===== src/hw/fpsh_map.svh =====
// register offsets, field positions and encodings for the fp store/sub/hint decoder
`ifndef FPSH_MAP_SVH
`define FPSH_MAP_SVH
// ----------------------------------------------------------------
// register offsets (byte addresses)
// ----------------------------------------------------------------
`define FPSH_OFF_INSTR    12'h000
`define FPSH_OFF_CTRL     12'h004
`define FPSH_OFF_BASE     12'h008
`define FPSH_OFF_FPLO     12'h00C
`define FPSH_OFF_FPHI     12'h010
`define FPSH_OFF_STATUS   12'h014
`define FPSH_OFF_ISTAT    12'h018
`define FPSH_OFF_IEN      12'h01C
`define FPSH_OFF_ICLR     12'h020
`define FPSH_OFF_ADDR     12'h024
`define FPSH_OFF_OPS      12'h028
// ----------------------------------------------------------------
// ctrl bits
// ----------------------------------------------------------------
`define FPSH_CTRL_GO      0
`define FPSH_CTRL_HAVE_FP 1
`define FPSH_CTRL_SP_ONLY 2
`define FPSH_CTRL_MAIN    3
`define FPSH_CTRL_COND    4
`define FPSH_CTRL_BIGEND  5
`define FPSH_CTRL_EVENT   6
`define FPSH_CTRL_FPFAULT 7
`define FPSH_CTRL_WAKE    8
`define FPSH_CTRL_BUSERR  9
`define FPSH_CTRL_RESET   32'h0000_000A
// ----------------------------------------------------------------
// interrupt status bits
// ----------------------------------------------------------------
`define FPSH_EV_DONE      0
`define FPSH_EV_UNDEF     1
`define FPSH_EV_FAULT     2
`define FPSH_EV_SLEEP     3
`define FPSH_EV_WIDTH     4
// ----------------------------------------------------------------
// instruction patterns
// ----------------------------------------------------------------
`define FPSH_STR_MASK     32'hFF30_0E00
`define FPSH_STR_PAT      32'hED00_0A00
`define FPSH_SUB_MASK     32'hFFB0_0E50
`define FPSH_SUB_PAT      32'hEE30_0A40
`define FPSH_T16_WFE      16'hBF20
`define FPSH_T16_WFI      16'hBF30
`define FPSH_T16_YIELD    16'hBF10
`define FPSH_T32_HINT_MSK 32'hFFF0_FF00
`define FPSH_T32_HINT_PAT 32'hF3A0_8000
`define FPSH_HINT_YIELD   8'h01
`define FPSH_HINT_WFE     8'h02
`define FPSH_HINT_WFI     8'h03
`define FPSH_PC_REG       4'hF
`endif


===== src/hw/fpsh_pkg.sv =====
// types for the fp store/sub/hint decoder
package fpsh_pkg;
   typedef enum logic [5:0] {
      FPSH_IDLE  = 6'b00_0001,
      FPSH_WR0   = 6'b00_0010,
      FPSH_WR1   = 6'b00_0100,
      FPSH_SUBX  = 6'b00_1000,
      FPSH_SLEEP = 6'b01_0000,
      FPSH_RESP  = 6'b10_0000
   } fpsh_state_t;
endpackage


===== src/hw/fpsh_decode.sv =====
// fp store, fp subtract and hint decoder with axi4-lite control and store master
//
// Decided for this implementation: the AXI4-Lite register port and the register addresses.
`include "fpsh_map.svh"

// Functional notes
// - no fp extension makes stores/subtract undefined
// - double store index extra bit on top
// - single store index extra bit at bottom
// - sign flag chooses base plus or minus
// - offset multiple of four, 0 to 1020
// - single store writes one aligned word
// - double store two words, endian ordered
// - failed condition completes without effect
// - store/sub fault, hints never fault
// - precision select, double subtract undefined if single-only
// - subtract indices ordered by precision
// - subtract only records its operand indices, writes no result
// - event hint clears event or sleeps
// - interrupt hint sleeps until wake or event
// - yield treated as no-operation here
// - hints decode as no-operation compatible
// - wide hints undefined without main extension
module fpsh_decode (
   input wire logic aclk,
   input wire logic aresetn,
   input wire logic [11:0] s_awaddr,
   input wire logic s_awvalid,
   output logic s_awready,
   input wire logic [31:0] s_wdata,
   input wire logic [3:0] s_wstrb,
   input wire logic s_wvalid,
   output logic s_wready,
   output logic [1:0] s_bresp,
   output logic s_bvalid,
   input wire logic s_bready,
   input wire logic [11:0] s_araddr,
   input wire logic s_arvalid,
   output logic s_arready,
   output logic [31:0] s_rdata,
   output logic [1:0] s_rresp,
   output logic s_rvalid,
   input wire logic s_rready,
   output logic [31:0] st_addr,
   output logic [31:0] st_data,
   output logic st_valid,
   input wire logic st_ready,
   output logic irq
);
   import fpsh_pkg::*;

   // ----------------------------------------------------------------
   // software registers
   // ----------------------------------------------------------------
   logic [31:0] instr_reg;
   logic [31:0] ctrl_reg;
   logic [31:0] base_reg;
   logic [31:0] fplo_reg;
   logic [31:0] fphi_reg;
   logic [31:0] addr_reg;
   logic [31:0] ops_reg;
   logic [`FPSH_EV_WIDTH-1:0] istat_reg;
   logic [`FPSH_EV_WIDTH-1:0] ien_reg;
   logic [`FPSH_EV_WIDTH-1:0] ev_pulse;
   logic event_reg;
   fpsh_state_t state_reg;
   logic aw_held_reg;
   logic w_held_reg;
   logic [11:0] awaddr_reg;
   logic [31:0] wdata_reg;
   logic [3:0] wstrb_reg;
   logic wr_fire;
   logic go;
   logic [3:0] icl_next;

   assign wr_fire = aw_held_reg && w_held_reg && !s_bvalid;
   assign go = wr_fire && awaddr_reg == `FPSH_OFF_CTRL && wstrb_reg[0]
      && wdata_reg[`FPSH_CTRL_GO];

   // ----------------------------------------------------------------
   // decode
   // ----------------------------------------------------------------
   logic is_str, is_sub, is_dbl, up;
   logic h16_wfe, h16_wfi, h16_yld, h32, h32_wfe, h32_wfi, h32_yld;
   logic [4:0] str_idx, sub_d, sub_n, sub_m;
   logic [31:0] imm32, ea;
   logic undef;
   assign is_str = (instr_reg & `FPSH_STR_MASK) == `FPSH_STR_PAT;
   assign is_sub = (instr_reg & `FPSH_SUB_MASK) == `FPSH_SUB_PAT;
   assign is_dbl = instr_reg[8];
   assign up = instr_reg[23];
   assign str_idx = is_dbl ? {instr_reg[22], instr_reg[15:12]}
      : {instr_reg[15:12], instr_reg[22]};
   assign imm32 = {22'h00_0000, instr_reg[7:0], 2'b00};
   assign ea = up ? base_reg + imm32 : base_reg - imm32;
   assign sub_d = is_dbl ? {instr_reg[22], instr_reg[15:12]}
      : {instr_reg[15:12], instr_reg[22]};
   assign sub_n = is_dbl ? {instr_reg[7], instr_reg[19:16]}
      : {instr_reg[19:16], instr_reg[7]};
   assign sub_m = is_dbl ? {instr_reg[5], instr_reg[3:0]}
      : {instr_reg[3:0], instr_reg[5]};
   assign h16_wfe = instr_reg[15:0] == `FPSH_T16_WFE && instr_reg[31:16] == 16'h0000;
   assign h16_wfi = instr_reg[15:0] == `FPSH_T16_WFI && instr_reg[31:16] == 16'h0000;
   assign h16_yld = instr_reg[15:0] == `FPSH_T16_YIELD && instr_reg[31:16] == 16'h0000;
   assign h32 = (instr_reg & `FPSH_T32_HINT_MSK) == `FPSH_T32_HINT_PAT;
   assign h32_wfe = h32 && instr_reg[7:0] == `FPSH_HINT_WFE;
   assign h32_wfi = h32 && instr_reg[7:0] == `FPSH_HINT_WFI;
   assign h32_yld = h32 && instr_reg[7:0] == `FPSH_HINT_YIELD;
   always_comb begin
      undef = 1'b1;
      if (is_str || is_sub) begin
         undef = !ctrl_reg[`FPSH_CTRL_HAVE_FP];
         if (is_sub && is_dbl && ctrl_reg[`FPSH_CTRL_SP_ONLY]) begin
            undef = 1'b1;
         end
      end else if (h16_wfe || h16_wfi || h16_yld) begin
         undef = 1'b0;
      end else if (h32_wfe || h32_wfi || h32_yld) begin
         undef = !ctrl_reg[`FPSH_CTRL_MAIN];
      end
   end

   // ----------------------------------------------------------------
   // execution state machine
   // ----------------------------------------------------------------
   logic busy;
   assign busy = state_reg != FPSH_IDLE;
   always_ff @(posedge aclk) begin
      ev_pulse <= '0;
      if (!aresetn) begin
         state_reg <= FPSH_IDLE;
         st_valid <= 1'b0;
         st_addr <= 32'h0000_0000;
         st_data <= 32'h0000_0000;
         addr_reg <= 32'h0000_0000;
         ops_reg <= 32'h0000_0000;
         event_reg <= 1'b0;
      end else begin
         case (state_reg)
            FPSH_IDLE: begin
               if (go) begin
                  if (!wdata_reg[`FPSH_CTRL_COND]) begin
                     state_reg <= FPSH_RESP;
                  end else if (undef) begin
                     ev_pulse[`FPSH_EV_UNDEF] <= 1'b1;
                     state_reg <= FPSH_RESP;
                  end else if ((is_str || is_sub) && wdata_reg[`FPSH_CTRL_FPFAULT]) begin
                     ev_pulse[`FPSH_EV_FAULT] <= 1'b1;
                     state_reg <= FPSH_RESP;
                  end else if (is_str) begin
                     addr_reg <= ea;
                     ops_reg <= {16'h0000, is_dbl, str_idx, 10'h000};
                     st_addr <= {ea[31:2], 2'b00};
                     st_data <= (is_dbl && ctrl_reg[`FPSH_CTRL_BIGEND]) ? fphi_reg
                        : fplo_reg;
                     st_valid <= 1'b1;
                     state_reg <= is_dbl ? FPSH_WR0 : FPSH_WR1;
                  end else if (is_sub) begin
                     ops_reg <= {16'h0000, is_dbl, sub_d, sub_n, sub_m};
                     state_reg <= FPSH_SUBX;
                  end else if (h16_wfe || h32_wfe) begin
                     if (event_reg) begin
                        event_reg <= 1'b0;
                        state_reg <= FPSH_RESP;
                     end else begin
                        ev_pulse[`FPSH_EV_SLEEP] <= 1'b1;
                        state_reg <= FPSH_SLEEP;
                     end
                  end else if (h16_wfi || h32_wfi) begin
                     ev_pulse[`FPSH_EV_SLEEP] <= 1'b1;
                     state_reg <= FPSH_SLEEP;
                  end else begin
                     state_reg <= FPSH_RESP;
                  end
               end
            end
            FPSH_WR0: begin
               if (st_ready) begin
                  st_addr <= st_addr + 32'h0000_0004;
                  st_data <= ctrl_reg[`FPSH_CTRL_BIGEND] ? fplo_reg : fphi_reg;
                  state_reg <= FPSH_WR1;
               end
            end
            FPSH_WR1: begin
               if (st_ready) begin
                  st_valid <= 1'b0;
                  if (ctrl_reg[`FPSH_CTRL_BUSERR]) begin
                     ev_pulse[`FPSH_EV_FAULT] <= 1'b1;
                  end
                  state_reg <= FPSH_RESP;
               end
            end
            FPSH_SUBX: begin
               state_reg <= FPSH_RESP;
            end
            FPSH_SLEEP: begin
               if (ctrl_reg[`FPSH_CTRL_WAKE] || event_reg) begin
                  event_reg <= 1'b0;
                  state_reg <= FPSH_RESP;
               end
            end
            FPSH_RESP: begin
               ev_pulse[`FPSH_EV_DONE] <= 1'b1;
               state_reg <= FPSH_IDLE;
            end
            default: state_reg <= FPSH_IDLE;
         endcase
         // rising event bit on a ctrl write with byte 0 strobed, set wins over consume
         if (wr_fire && awaddr_reg == `FPSH_OFF_CTRL && wstrb_reg[0]
            && !ctrl_reg[`FPSH_CTRL_EVENT] && wdata_reg[`FPSH_CTRL_EVENT]) begin
            event_reg <= 1'b1;
         end
      end
   end

   // ----------------------------------------------------------------
   // axi4-lite write side
   // ----------------------------------------------------------------
   always_ff @(posedge aclk) begin
      if (!aresetn) begin
         aw_held_reg <= 1'b0;
         w_held_reg <= 1'b0;
         awaddr_reg <= 12'h000;
         wdata_reg <= 32'h0000_0000;
         wstrb_reg <= 4'h0;
         s_awready <= 1'b0;
         s_wready <= 1'b0;
         s_bvalid <= 1'b0;
         s_bresp <= 2'b00;
      end else begin
         s_awready <= !aw_held_reg && !s_awready && s_awvalid;
         s_wready <= !w_held_reg && !s_wready && s_wvalid;
         if (s_awvalid && s_awready) begin
            aw_held_reg <= 1'b1;
            awaddr_reg <= s_awaddr;
         end
         if (s_wvalid && s_wready) begin
            w_held_reg <= 1'b1;
            wdata_reg <= s_wdata;
            wstrb_reg <= s_wstrb;
         end
         if (wr_fire) begin
            aw_held_reg <= 1'b0;
            w_held_reg <= 1'b0;
            s_bvalid <= 1'b1;
            s_bresp <= (awaddr_reg > `FPSH_OFF_OPS || awaddr_reg[1:0] != 2'b00) ? 2'b10 : 2'b00;
         end else if (s_bvalid && s_bready) begin
            s_bvalid <= 1'b0;
         end
      end
   end

   // byte-lane merge of register writes
   function automatic logic [31:0] merge(input logic [31:0] old, input logic [31:0] nw,
      input logic [3:0] strb);
      logic [31:0] r;
      r = old;
      for (int i = 0; i < 4; i++) begin
         if (strb[i]) begin
            r[i*8 +: 8] = nw[i*8 +: 8];
         end
      end
      return r;
   endfunction

   always_ff @(posedge aclk) begin
      if (!aresetn) begin
         instr_reg <= 32'h0000_0000;
         ctrl_reg <= `FPSH_CTRL_RESET;
         base_reg <= 32'h0000_0000;
         fplo_reg <= 32'h0000_0000;
         fphi_reg <= 32'h0000_0000;
         ien_reg <= '0;
      end else if (wr_fire) begin
         case (awaddr_reg)
            `FPSH_OFF_INSTR: if (!busy) instr_reg <= merge(instr_reg, wdata_reg, wstrb_reg);
            `FPSH_OFF_CTRL: ctrl_reg <= {merge(ctrl_reg, wdata_reg, wstrb_reg) & 32'h0000_03FE};
            `FPSH_OFF_BASE: if (!busy) base_reg <= merge(base_reg, wdata_reg, wstrb_reg);
            `FPSH_OFF_FPLO: if (!busy) fplo_reg <= merge(fplo_reg, wdata_reg, wstrb_reg);
            `FPSH_OFF_FPHI: if (!busy) fphi_reg <= merge(fphi_reg, wdata_reg, wstrb_reg);
            `FPSH_OFF_IEN: if (wstrb_reg[0]) ien_reg <= wdata_reg[`FPSH_EV_WIDTH-1:0];
            default: ;
         endcase
      end
   end

   // ----------------------------------------------------------------
   // interrupts: set wins over clear
   // ----------------------------------------------------------------
   assign icl_next = (wr_fire && awaddr_reg == `FPSH_OFF_ICLR && wstrb_reg[0])
      ? wdata_reg[`FPSH_EV_WIDTH-1:0] : 4'h0;
   always_ff @(posedge aclk) begin
      if (!aresetn) begin
         istat_reg <= '0;
         irq <= 1'b0;
      end else begin
         istat_reg <= (istat_reg & ~icl_next) | ev_pulse;
         irq <= |(((istat_reg & ~icl_next) | ev_pulse) & ien_reg);
      end
   end

   // ----------------------------------------------------------------
   // axi4-lite read side
   // ----------------------------------------------------------------
   logic [31:0] rd_mux;
   always_comb begin
      rd_mux = 32'h0000_0000;
      case (s_araddr)
         `FPSH_OFF_INSTR: rd_mux = instr_reg;
         `FPSH_OFF_CTRL: rd_mux = ctrl_reg;
         `FPSH_OFF_BASE: rd_mux = base_reg;
         `FPSH_OFF_FPLO: rd_mux = fplo_reg;
         `FPSH_OFF_FPHI: rd_mux = fphi_reg;
         `FPSH_OFF_STATUS: rd_mux = {25'h000_0000, event_reg, state_reg};
         `FPSH_OFF_ISTAT: rd_mux = {28'h000_0000, istat_reg};
         `FPSH_OFF_IEN: rd_mux = {28'h000_0000, ien_reg};
         `FPSH_OFF_ADDR: rd_mux = addr_reg;
         `FPSH_OFF_OPS: rd_mux = ops_reg;
         default: rd_mux = 32'h0000_0000;
      endcase
   end
   always_ff @(posedge aclk) begin
      if (!aresetn) begin
         s_arready <= 1'b0;
         s_rvalid <= 1'b0;
         s_rdata <= 32'h0000_0000;
         s_rresp <= 2'b00;
      end else begin
         s_arready <= s_arvalid && !s_arready && !s_rvalid;
         if (s_arvalid && s_arready) begin
            s_rvalid <= 1'b1;
            s_rdata <= rd_mux;
            s_rresp <= (s_araddr > `FPSH_OFF_OPS || s_araddr[1:0] != 2'b00) ? 2'b10 : 2'b00;
         end else if (s_rvalid && s_rready) begin
            s_rvalid <= 1'b0;
         end
      end
   end

   // ----------------------------------------------------------------
   // checks
   // ----------------------------------------------------------------
   property p_dbl_order;
      @(posedge aclk) disable iff (!aresetn)
      state_reg == FPSH_WR0 && st_valid && st_ready |=> st_addr == $past(st_addr) + 32'h4;
   endproperty
   a_dbl_order: assert property (p_dbl_order) else $error("second word not at plus four");
   property p_aligned;
      @(posedge aclk) disable iff (!aresetn) st_valid |-> st_addr[1:0] == 2'b00;
   endproperty
   a_aligned: assert property (p_aligned) else $error("store not aligned");
   property p_undef_no_store;
      @(posedge aclk) disable iff (!aresetn) ev_pulse[`FPSH_EV_UNDEF] |-> !st_valid;
   endproperty
   a_undef_no_store: assert property (p_undef_no_store) else $error("store on undef");
   property p_fault_first;
      @(posedge aclk) disable iff (!aresetn)
      state_reg == FPSH_IDLE && go && wdata_reg[`FPSH_CTRL_COND] && !undef && is_str
      && wdata_reg[`FPSH_CTRL_FPFAULT] |=> !st_valid;
   endproperty
   a_fault_first: assert property (p_fault_first) else $error("store after check fault");
   property p_cond_fail;
      @(posedge aclk) disable iff (!aresetn)
      state_reg == FPSH_IDLE && go && !wdata_reg[`FPSH_CTRL_COND] |=> state_reg == FPSH_RESP
      ##1 ev_pulse == 4'b0001;
   endproperty
   a_cond_fail: assert property (p_cond_fail) else $error("failed condition had effect");
   property p_wfe_clear;
      @(posedge aclk) disable iff (!aresetn)
      state_reg == FPSH_IDLE && go && wdata_reg[`FPSH_CTRL_COND] && h16_wfe && event_reg
      |=> !event_reg && state_reg == FPSH_RESP;
   endproperty
   a_wfe_clear: assert property (p_wfe_clear) else $error("event not consumed");
   property p_wfi_sleep;
      @(posedge aclk) disable iff (!aresetn)
      state_reg == FPSH_IDLE && go && wdata_reg[`FPSH_CTRL_COND] && h16_wfi
      |=> state_reg == FPSH_SLEEP;
   endproperty
   a_wfi_sleep: assert property (p_wfi_sleep) else $error("wfi did not sleep");
   property p_hint_no_fault;
      @(posedge aclk) disable iff (!aresetn)
      state_reg == FPSH_IDLE && go && (h16_yld || h16_wfe || h16_wfi) |=> !ev_pulse[2];
   endproperty
   a_hint_no_fault: assert property (p_hint_no_fault) else $error("hint faulted");
   property p_wide_hint;
      @(posedge aclk) disable iff (!aresetn)
      h32_yld && !ctrl_reg[`FPSH_CTRL_MAIN] |-> undef;
   endproperty
   a_wide_hint: assert property (p_wide_hint) else $error("wide hint accepted");
endmodule


===== config.mk =====
export PLATFORM = sky130hd
export DESIGN_NAME = fpsh_decode
export DESIGN_NICKNAME = d
export VERILOG_FILES = /design/src/hw/fpsh_pkg.sv /design/src/hw/fpsh_decode.sv
export VERILOG_INCLUDE_DIRS = /design/src /design/src/hw
export SDC_FILE = /design/constraint.sdc
export NUM_CORES = 1
export LEC_CHECK = 0
export ABC_CLOCK_PERIOD_IN_PS = 5600
export BUFFER_PORTS_ARGS = -buffer_cell sky130_fd_sc_hd__buf_4
export CELL_PAD_IN_SITES_DETAIL_PLACEMENT = 1
export CELL_PAD_IN_SITES_GLOBAL_PLACEMENT = 1
export CORE_MARGIN = 1
export CORE_UTILIZATION = 45
export DETAILED_ROUTE_END_ITERATION = 8
export PLACE_DENSITY_LB_ADDON = 0.1
export SYNTH_ARGS = -nofsm -noshare
export SYNTH_HDL_FRONTEND = slang
export SYNTH_SLANG_ARGS = --single-unit
export TNS_END_PERCENT = 1

===== constraint.sdc =====
create_clock -name aclk -period 5.6 [get_ports aclk]
set_clock_uncertainty 0.15 [all_clocks]
set_input_delay 0.84 -clock aclk [delete_from_list [all_inputs] [get_ports aclk]]
set_output_delay 0.84 -clock aclk [all_outputs]
set_load 0.1 [all_outputs]

==> results of run 1 <==
[Yosys cell counts (14+ instances only)]
cell,instances
a21o_1,16
a21oi_1,149
nand3_1,53
nand2b_1,14
ha_1,35
nor3_1,34
nand2_1,247
and2_1,15
a221oi_1,19
a211oi_1,46
xnor2_1,19
a222oi_1,23
inv_1,17
nor2_1,305
mux2i_1,206
and3_1,23
a31oi_1,34
dfxtp_1,357
nor4_1,15
clkbuf_1,117
o21ai_0,88
a22oi_1,43
[final cells by class]
cell class	count	area share (%)
flip-flops and latches	357	35.58
well taps	511	3.183
inverters	18	0.3737
repair buffers	192	7.237
clock inverters	17	0.9529
clock buffers	55	5.717
multi-input cells	1526	46.96
[cells by family (layout without fill, tap and decap cells)]
family / after synthesis / after routing / synth area share (%)
buffers and inverters: 163 / 282 / 3.938
AO/OA/AOI/OAI: 484 / 484 / 18.22
other: 1 / 4 / 0.02182
multiplexers: 209 / 209 / 12.19
flip-flops: 357 / 357 / 41.58
adder cells (fa/ha/maj): 36 / 36 / 2.664
AND/OR/NAND/NOR: 761 / 761 / 19.75
XOR/XNOR: 32 / 32 / 1.631
[metal layers]
metal  routed length [um]  share of wire [%]  up-vias
li1                     -                  -     7500
met1                29600                 45     8215
met2                31360                 48      446
met3                 3180                4.9       94
met4                 1276                2.0        0
met5                    0                  0        -
[critical path: stages, from the launching register on]
cell and delay, ps:
dfxtp_1 510, inv_1 150, ha_1 240, nor3b_1 140
buf_4 180, a31oi_1 720, ha_1 450, and3_1 230
a31oi_1 320, a21oi_1 180, o311ai_1 480, o21ai_0 260
a221oi_1 360, xor2_1 230, o221ai_1 140
[power by group]
part,internal (mW),switching (mW)
clock,1.59,1.13
combinational,0.153,0.551
sequential,2.60,0.0547
[worst min-delay path by stage]
stage | to | cells past startpoint
after floorplan | s_awready | 1
after global placement | istat_reg[3] | 2
after detailed placement | s_awready | 1
after CTS | addr_reg[12] | 2
after global routing | addr_reg[9] | 2
final | addr_reg[12] | 2
[through the flow]
step / setup slack, ps / instance area [um^2] / hold WS [ps] / cells
floorplan: 1707 / 17200 / 265.9 / 2046
global placement: 974.3 / 18750 / 286.0 / 2604
detailed placement: 840.7 / 18750 / 292.1 / 2604
CTS: 785.4 / 20090 / 305.1 / 2676
global route: 439.3 / 20090 / 327.0 / 2676
finish: 705.7 / 20090 / 303.5 / 2676
==> results.json, run 1 <==
{
  "status": "completed",
  "cts-buffers-inserted": 41,
  "grt.busiest_layer": "met2",
  "fin_nets": 2240,
  "ys_seq_area_share_pct": 41.58,
  "regToRegSetupSlack_ps": 710,
  "rsz0062_at_grt": "false",
  "overflow": 0,
  "maxCapViolCount": 0,
  "wl_per_cell_um": 24.44,
  "ys.flop_type": "dfxtp_1",
  "clock_path_buffers": 3,
  "finalMaxSlewViolations": 0,
  "viasPerCell": 6.074,
  "coreArea_um2": 37670,
  "r2r_cells": 14,
  "tightest_slew_ps": 1155,
  "holdBufCountCts": 0,
  "crit_start": "instr_reg[0]",
  "endpoint_kind": "register",
  "async_reset_ff_share_pct": 0,
  "r2r_start": "instr_reg[0]",
  "cts.sinks": 357,
  "power_density_nw_per_um2": 302.6,
  "synth_cells": 2043,
  "fp.dieW_um": 197.4,
  "drt_first_pass_iters": 6,
  "wl_mm": 65.41,
  "grt_util_all_layers_pct": 33.20,
  "gp_congestion": 0.9332,
  "drc": 0,
  "required_ps": 5870,
  "dieArea_um2": 38980,
  "area_delta_synth_final_pct": 16.88,
  "vdd_ir_drop_max_uv": 224.7,
  "hpwl_mm": 45.91,
  "met3_usage_pct": 4.217,
  "grt_max_degree": 159,
  "fin_crit_sh_pct": 87.40,
  "clock_latency_ps": 580,
  "grt_pass1_wl_mm": 98.90,
  "fp-row-count": 71,
  "worstHoldStart": "addr_reg[12]",
  "ys_warn_count": 0,
  "die_h_um": 197.4,
  "multi_input_area_um2": 9434,
  "hold_class": "reg -> reg",
  "p_leak_nw": 7.452,
  "setup-violations-final": 0,
  "synth_top_cell_by_area": "dfxtp_1",
  "endpoint": "st_addr[29]",
  "mostFrequentLayoutCell": "dfxtp_1",
  "fin_crit_ps": 4894,
  "hold_viol_final": 0,
  "detailroute.via_count": 16255,
  "path_max_fanout": 9,
  "post_cts_buffers": 0,
  "synth_edf_count": 0,
  "cts-root-buf": "clkbuf_16",
  "syn_area_per_cell_um2": 8.413,
  "yosys-top-cells-area": "dfxtp_1 (42%), mux2i_1 (12%), nor2_1 (6.7%), nand2_1 (5.4%), a21oi_1 (4.3%)",
  "cp_data_arrival_time_ps": 5160,
  "start_util_pct": 45.63,
  "grtUsageMet1_pct": 45.14,
  "final_cell_mix": "dfxtp_1 (357), nor2_1 (303), nand2_1 (247)",
  "power_mw": 6.078,
  "grtUsageMet2_pct": 55.71,
  "grt_pass1_vias": 16226,
  "antenna_found_initial": 0,
  "startpoint_type": "register",
  "ant_nets": 0,
  "yosys.area.top_type_share_pct": 41.58,
  "drt_iter0_drc": 1148,
  "clkTransAtPathRegs_ps": 60,
  "diodes": 0,
  "fin_util_pct": 53.34,
  "synth_area_um2": 17190,
  "fillers": 4519,
  "cts_resized": 0,
  "max_slew_margin_pct": 22.85,
  "setup_total_negative_slack_ps": 0,
  "cts_tree": "built",
  "htree_levels": 2,
  "synth_seq_cells": 357,
  "portBuffers": 170,
  "clock.fmax_ghz": 0.2043,
  "final-seq-area_um2": 7147,
  "drive_gt1_share_pct": 13.07,
  "ioPinCount": 175,
  "synth_cell_type_count": 75,
  "r2r-end": "st_addr[29]",
  "critical_path_class": "reg -> reg"
}
No activity file was read; power rests on OpenSTA's default activity.
==> run 2, diff against run 1 <==
--- a/config.mk
+++ b/config.mk
@@ -6,12 +6,12 @@
 export SDC_FILE = /design/constraint.sdc
 export NUM_CORES = 1
 export LEC_CHECK = 0
-export ABC_CLOCK_PERIOD_IN_PS = 5600
+export ABC_CLOCK_PERIOD_IN_PS = 4300
 export BUFFER_PORTS_ARGS = -buffer_cell sky130_fd_sc_hd__buf_4
 export CELL_PAD_IN_SITES_DETAIL_PLACEMENT = 1
 export CELL_PAD_IN_SITES_GLOBAL_PLACEMENT = 1
 export CORE_MARGIN = 1
-export CORE_UTILIZATION = 45
+export CORE_UTILIZATION = 40
 export DETAILED_ROUTE_END_ITERATION = 8
 export PLACE_DENSITY_LB_ADDON = 0.1
 export SYNTH_ARGS = -nofsm -noshare
==> constraint.sdc (replaced) <==
create_clock -name aclk -period 4.3 [get_ports aclk]
set_clock_uncertainty 0.15 [all_clocks]
set_input_delay 0.645 -clock aclk [delete_from_list [all_inputs] [get_ports aclk]]
set_output_delay 0.645 -clock aclk [all_outputs]
set_load 0.1 [all_outputs]
==> results.json, run 2 (synthesized netlist as in run 1, its figures left out) <==
{
  "grt_pass1_wl_mm": 100.8,
  "r2r_cells": 16,
  "maxCapViolCount": 0,
  "r2r_start": "instr_reg[2]",
  "rsz0062_at_grt": "false",
  "endpoint_kind": "register",
  "crit_path_top_delay_cell": "dfxtp_1",
  "dieArea_um2": 43800,
  "post_cts_buffers": 0,
  "coreArea_um2": 42130,
  "fin_nets": 2268,
  "power_mw": 8.196,
  "area_delta_synth_final_pct": 19.65,
  "ant_nets": 0,
  "drt_iter0_drc": 1124,
  "setup-violations-final": 0,
  "drc": 0,
  "tightest_slew_ps": 1129,
  "cp_data_arrival_time_ps": 4440,
  "hpwl_mm": 47.97,
  "startpoint_type": "register",
  "required_ps": 4620,
  "portBuffers": 170,
  "power_density_nw_per_um2": 398.6,
  "grt_util_all_layers_pct": 30.08,
  "cp_slowest_stage_delay_ps": 410,
  "clock_path_buffers": 3,
  "cts-root-buf": "clkbuf_16",
  "dpl_worst_slack_ps": 21.79,
  "regToRegSetupSlack_ps": 180,
  "die_h_um": 209.3,
  "critical_path_class": "reg -> reg",
  "crit_path_cell_trace": "nor2_2 > nand3_1 > nor4_2 > ha_1 > mux2_2 > ha_1 > inv_1 > nor4_1 > o21ai_2 > a21oi_2 > o311ai_2 > o21ai_1 > buf_4 > a31oi_1 > xor2_1 > a311oi_1",
  "setup_total_negative_slack_ps": 0,
  "htree_levels": 2,
  "vdd_ir_drop_max_uv": 282.4,
  "final_cell_mix": "dfxtp_1 (356), nor2_1 (302), nand2_1 (246)",
  "clkTransAtPathRegs_ps": 60,
  "drt_first_pass_iters": 6,
  "clock.fmax_ghz": 0.2427,
  "cts.sinks": 357,
  "fin_ws_ps": 180.3,
  "antenna_found_initial": 1,
  "overflow": 0,
  "fp.dieW_um": 209.3,
  "grt_max_degree": 95,
  "crit_start": "instr_reg[2]",
  "diodes": 0,
  "path_max_fanout": 8,
  "endpoint": "st_addr[25]",
  "r2r-end": "st_addr[25]",
  "wl_mm": 66.57,
  "drive_gt1_share_pct": 14.72,
  "crit_top_cell": "ha_1",
  "holdBufCountCts": 0,
  "status": "completed",
  "hold_viol_final": 0,
  "cts-buffers-inserted": 42,
  "gp_congestion": 0.9072,
  "fin_crit_sh_pct": 95.81,
  "p_leak_nw": 7.720,
  "fp-row-count": 75,
  "grt_pass1_vias": 16628,
  "mostFrequentLayoutCell": "dfxtp_1",
  "max_slew_margin_pct": 24.75,
  "detailroute.via_count": 16133,
  "ioPinCount": 175,
  "finalMaxSlewViolations": 0,
  "viasPerCell": 5.901,
  "fin_crit_ps": 4120,
  "wl_per_cell_um": 24.35,
  "hold_class": "in -> reg",
  "cts_resized": 1,
  "start_util_pct": 40.79,
  "clock_latency_ps": 580,
  "cts_tree": "built"
}
==> run 2: metal layers <==
metal | global-route usage [%] | up-vias | routed length [um]
met3 | 4.070 | 103 | 3477
met2 | 50.39 | 438 | 31570
met1 | 39.59 | 8029 | 29440
li1 | - | 7561 | -
met5 | 0 | - | 13
met4 | 10.60 | 2 | 2068
==> run 2: critical path, delay by kind of cell (launching register included) <==
| kind | cells | cell delay [ps] |
|---|---|---|
| xor+xnor | 1 | 180 |
| compound gates | 6 | 1160 |
| mux | 1 | 270 |
| simple gates | 4 | 980 |
| flops | 1 | 410 |
| fa+ha+maj | 2 | 620 |
| buf+inv | 2 | 240 |
==> run 2: power breakdown <==
part           internal (mW)  leakage (nW)  switching (mW)
logic                  0.208          4.10           0.716
registers               3.38          2.88          0.0716
clock network           2.36         0.736            1.46
total                   5.95          7.72            2.25
==> run 2: worst min path at each step <==
| stage | start | end | slack (ps) | cells past startpoint |
|---|---|---|---|---|
| 2_1_floorplan | aw_held_reg | s_awready | 270 | 1 |
| 3_3_place_gp | ev_pulse[0] | istat_reg[0] | 280 | 2 |
| 3_5_place_dp | aw_held_reg | s_awready | 290 | 1 |
| 4_1_cts | s_wdata[18] | wdata_reg[18] | 150 | 3 |
| 5_1_grt | s_awaddr[5] | awaddr_reg[5] | 170 | 3 |
| 6_report | s_wdata[18] | wdata_reg[18] | 170 | 3 |
==> run 2: layout make-up <==
cell class	instances	area, um^2
multi-input cells	1526	9495
fillers	4926	21570
clock buffers	68	1373
well taps	539	674.4
clock inverters	7	117.6
repair buffers	219	1682
flip-flops and latches	357	7148
inverters	18	75.07
==> run 2: metrics by stage <==
step	instances	instance area (um^2)	utilization [%]	hold slack [ps]
CTS	2734	20490	48.62	148.7
global placement	2659	18990	45.07	283.5
floorplan	2046	17200	-	265.9
finish	2734	20560	48.81	165.6
global route	2734	20560	48.81	169.1
detailed placement	2659	18990	45.07	292.4
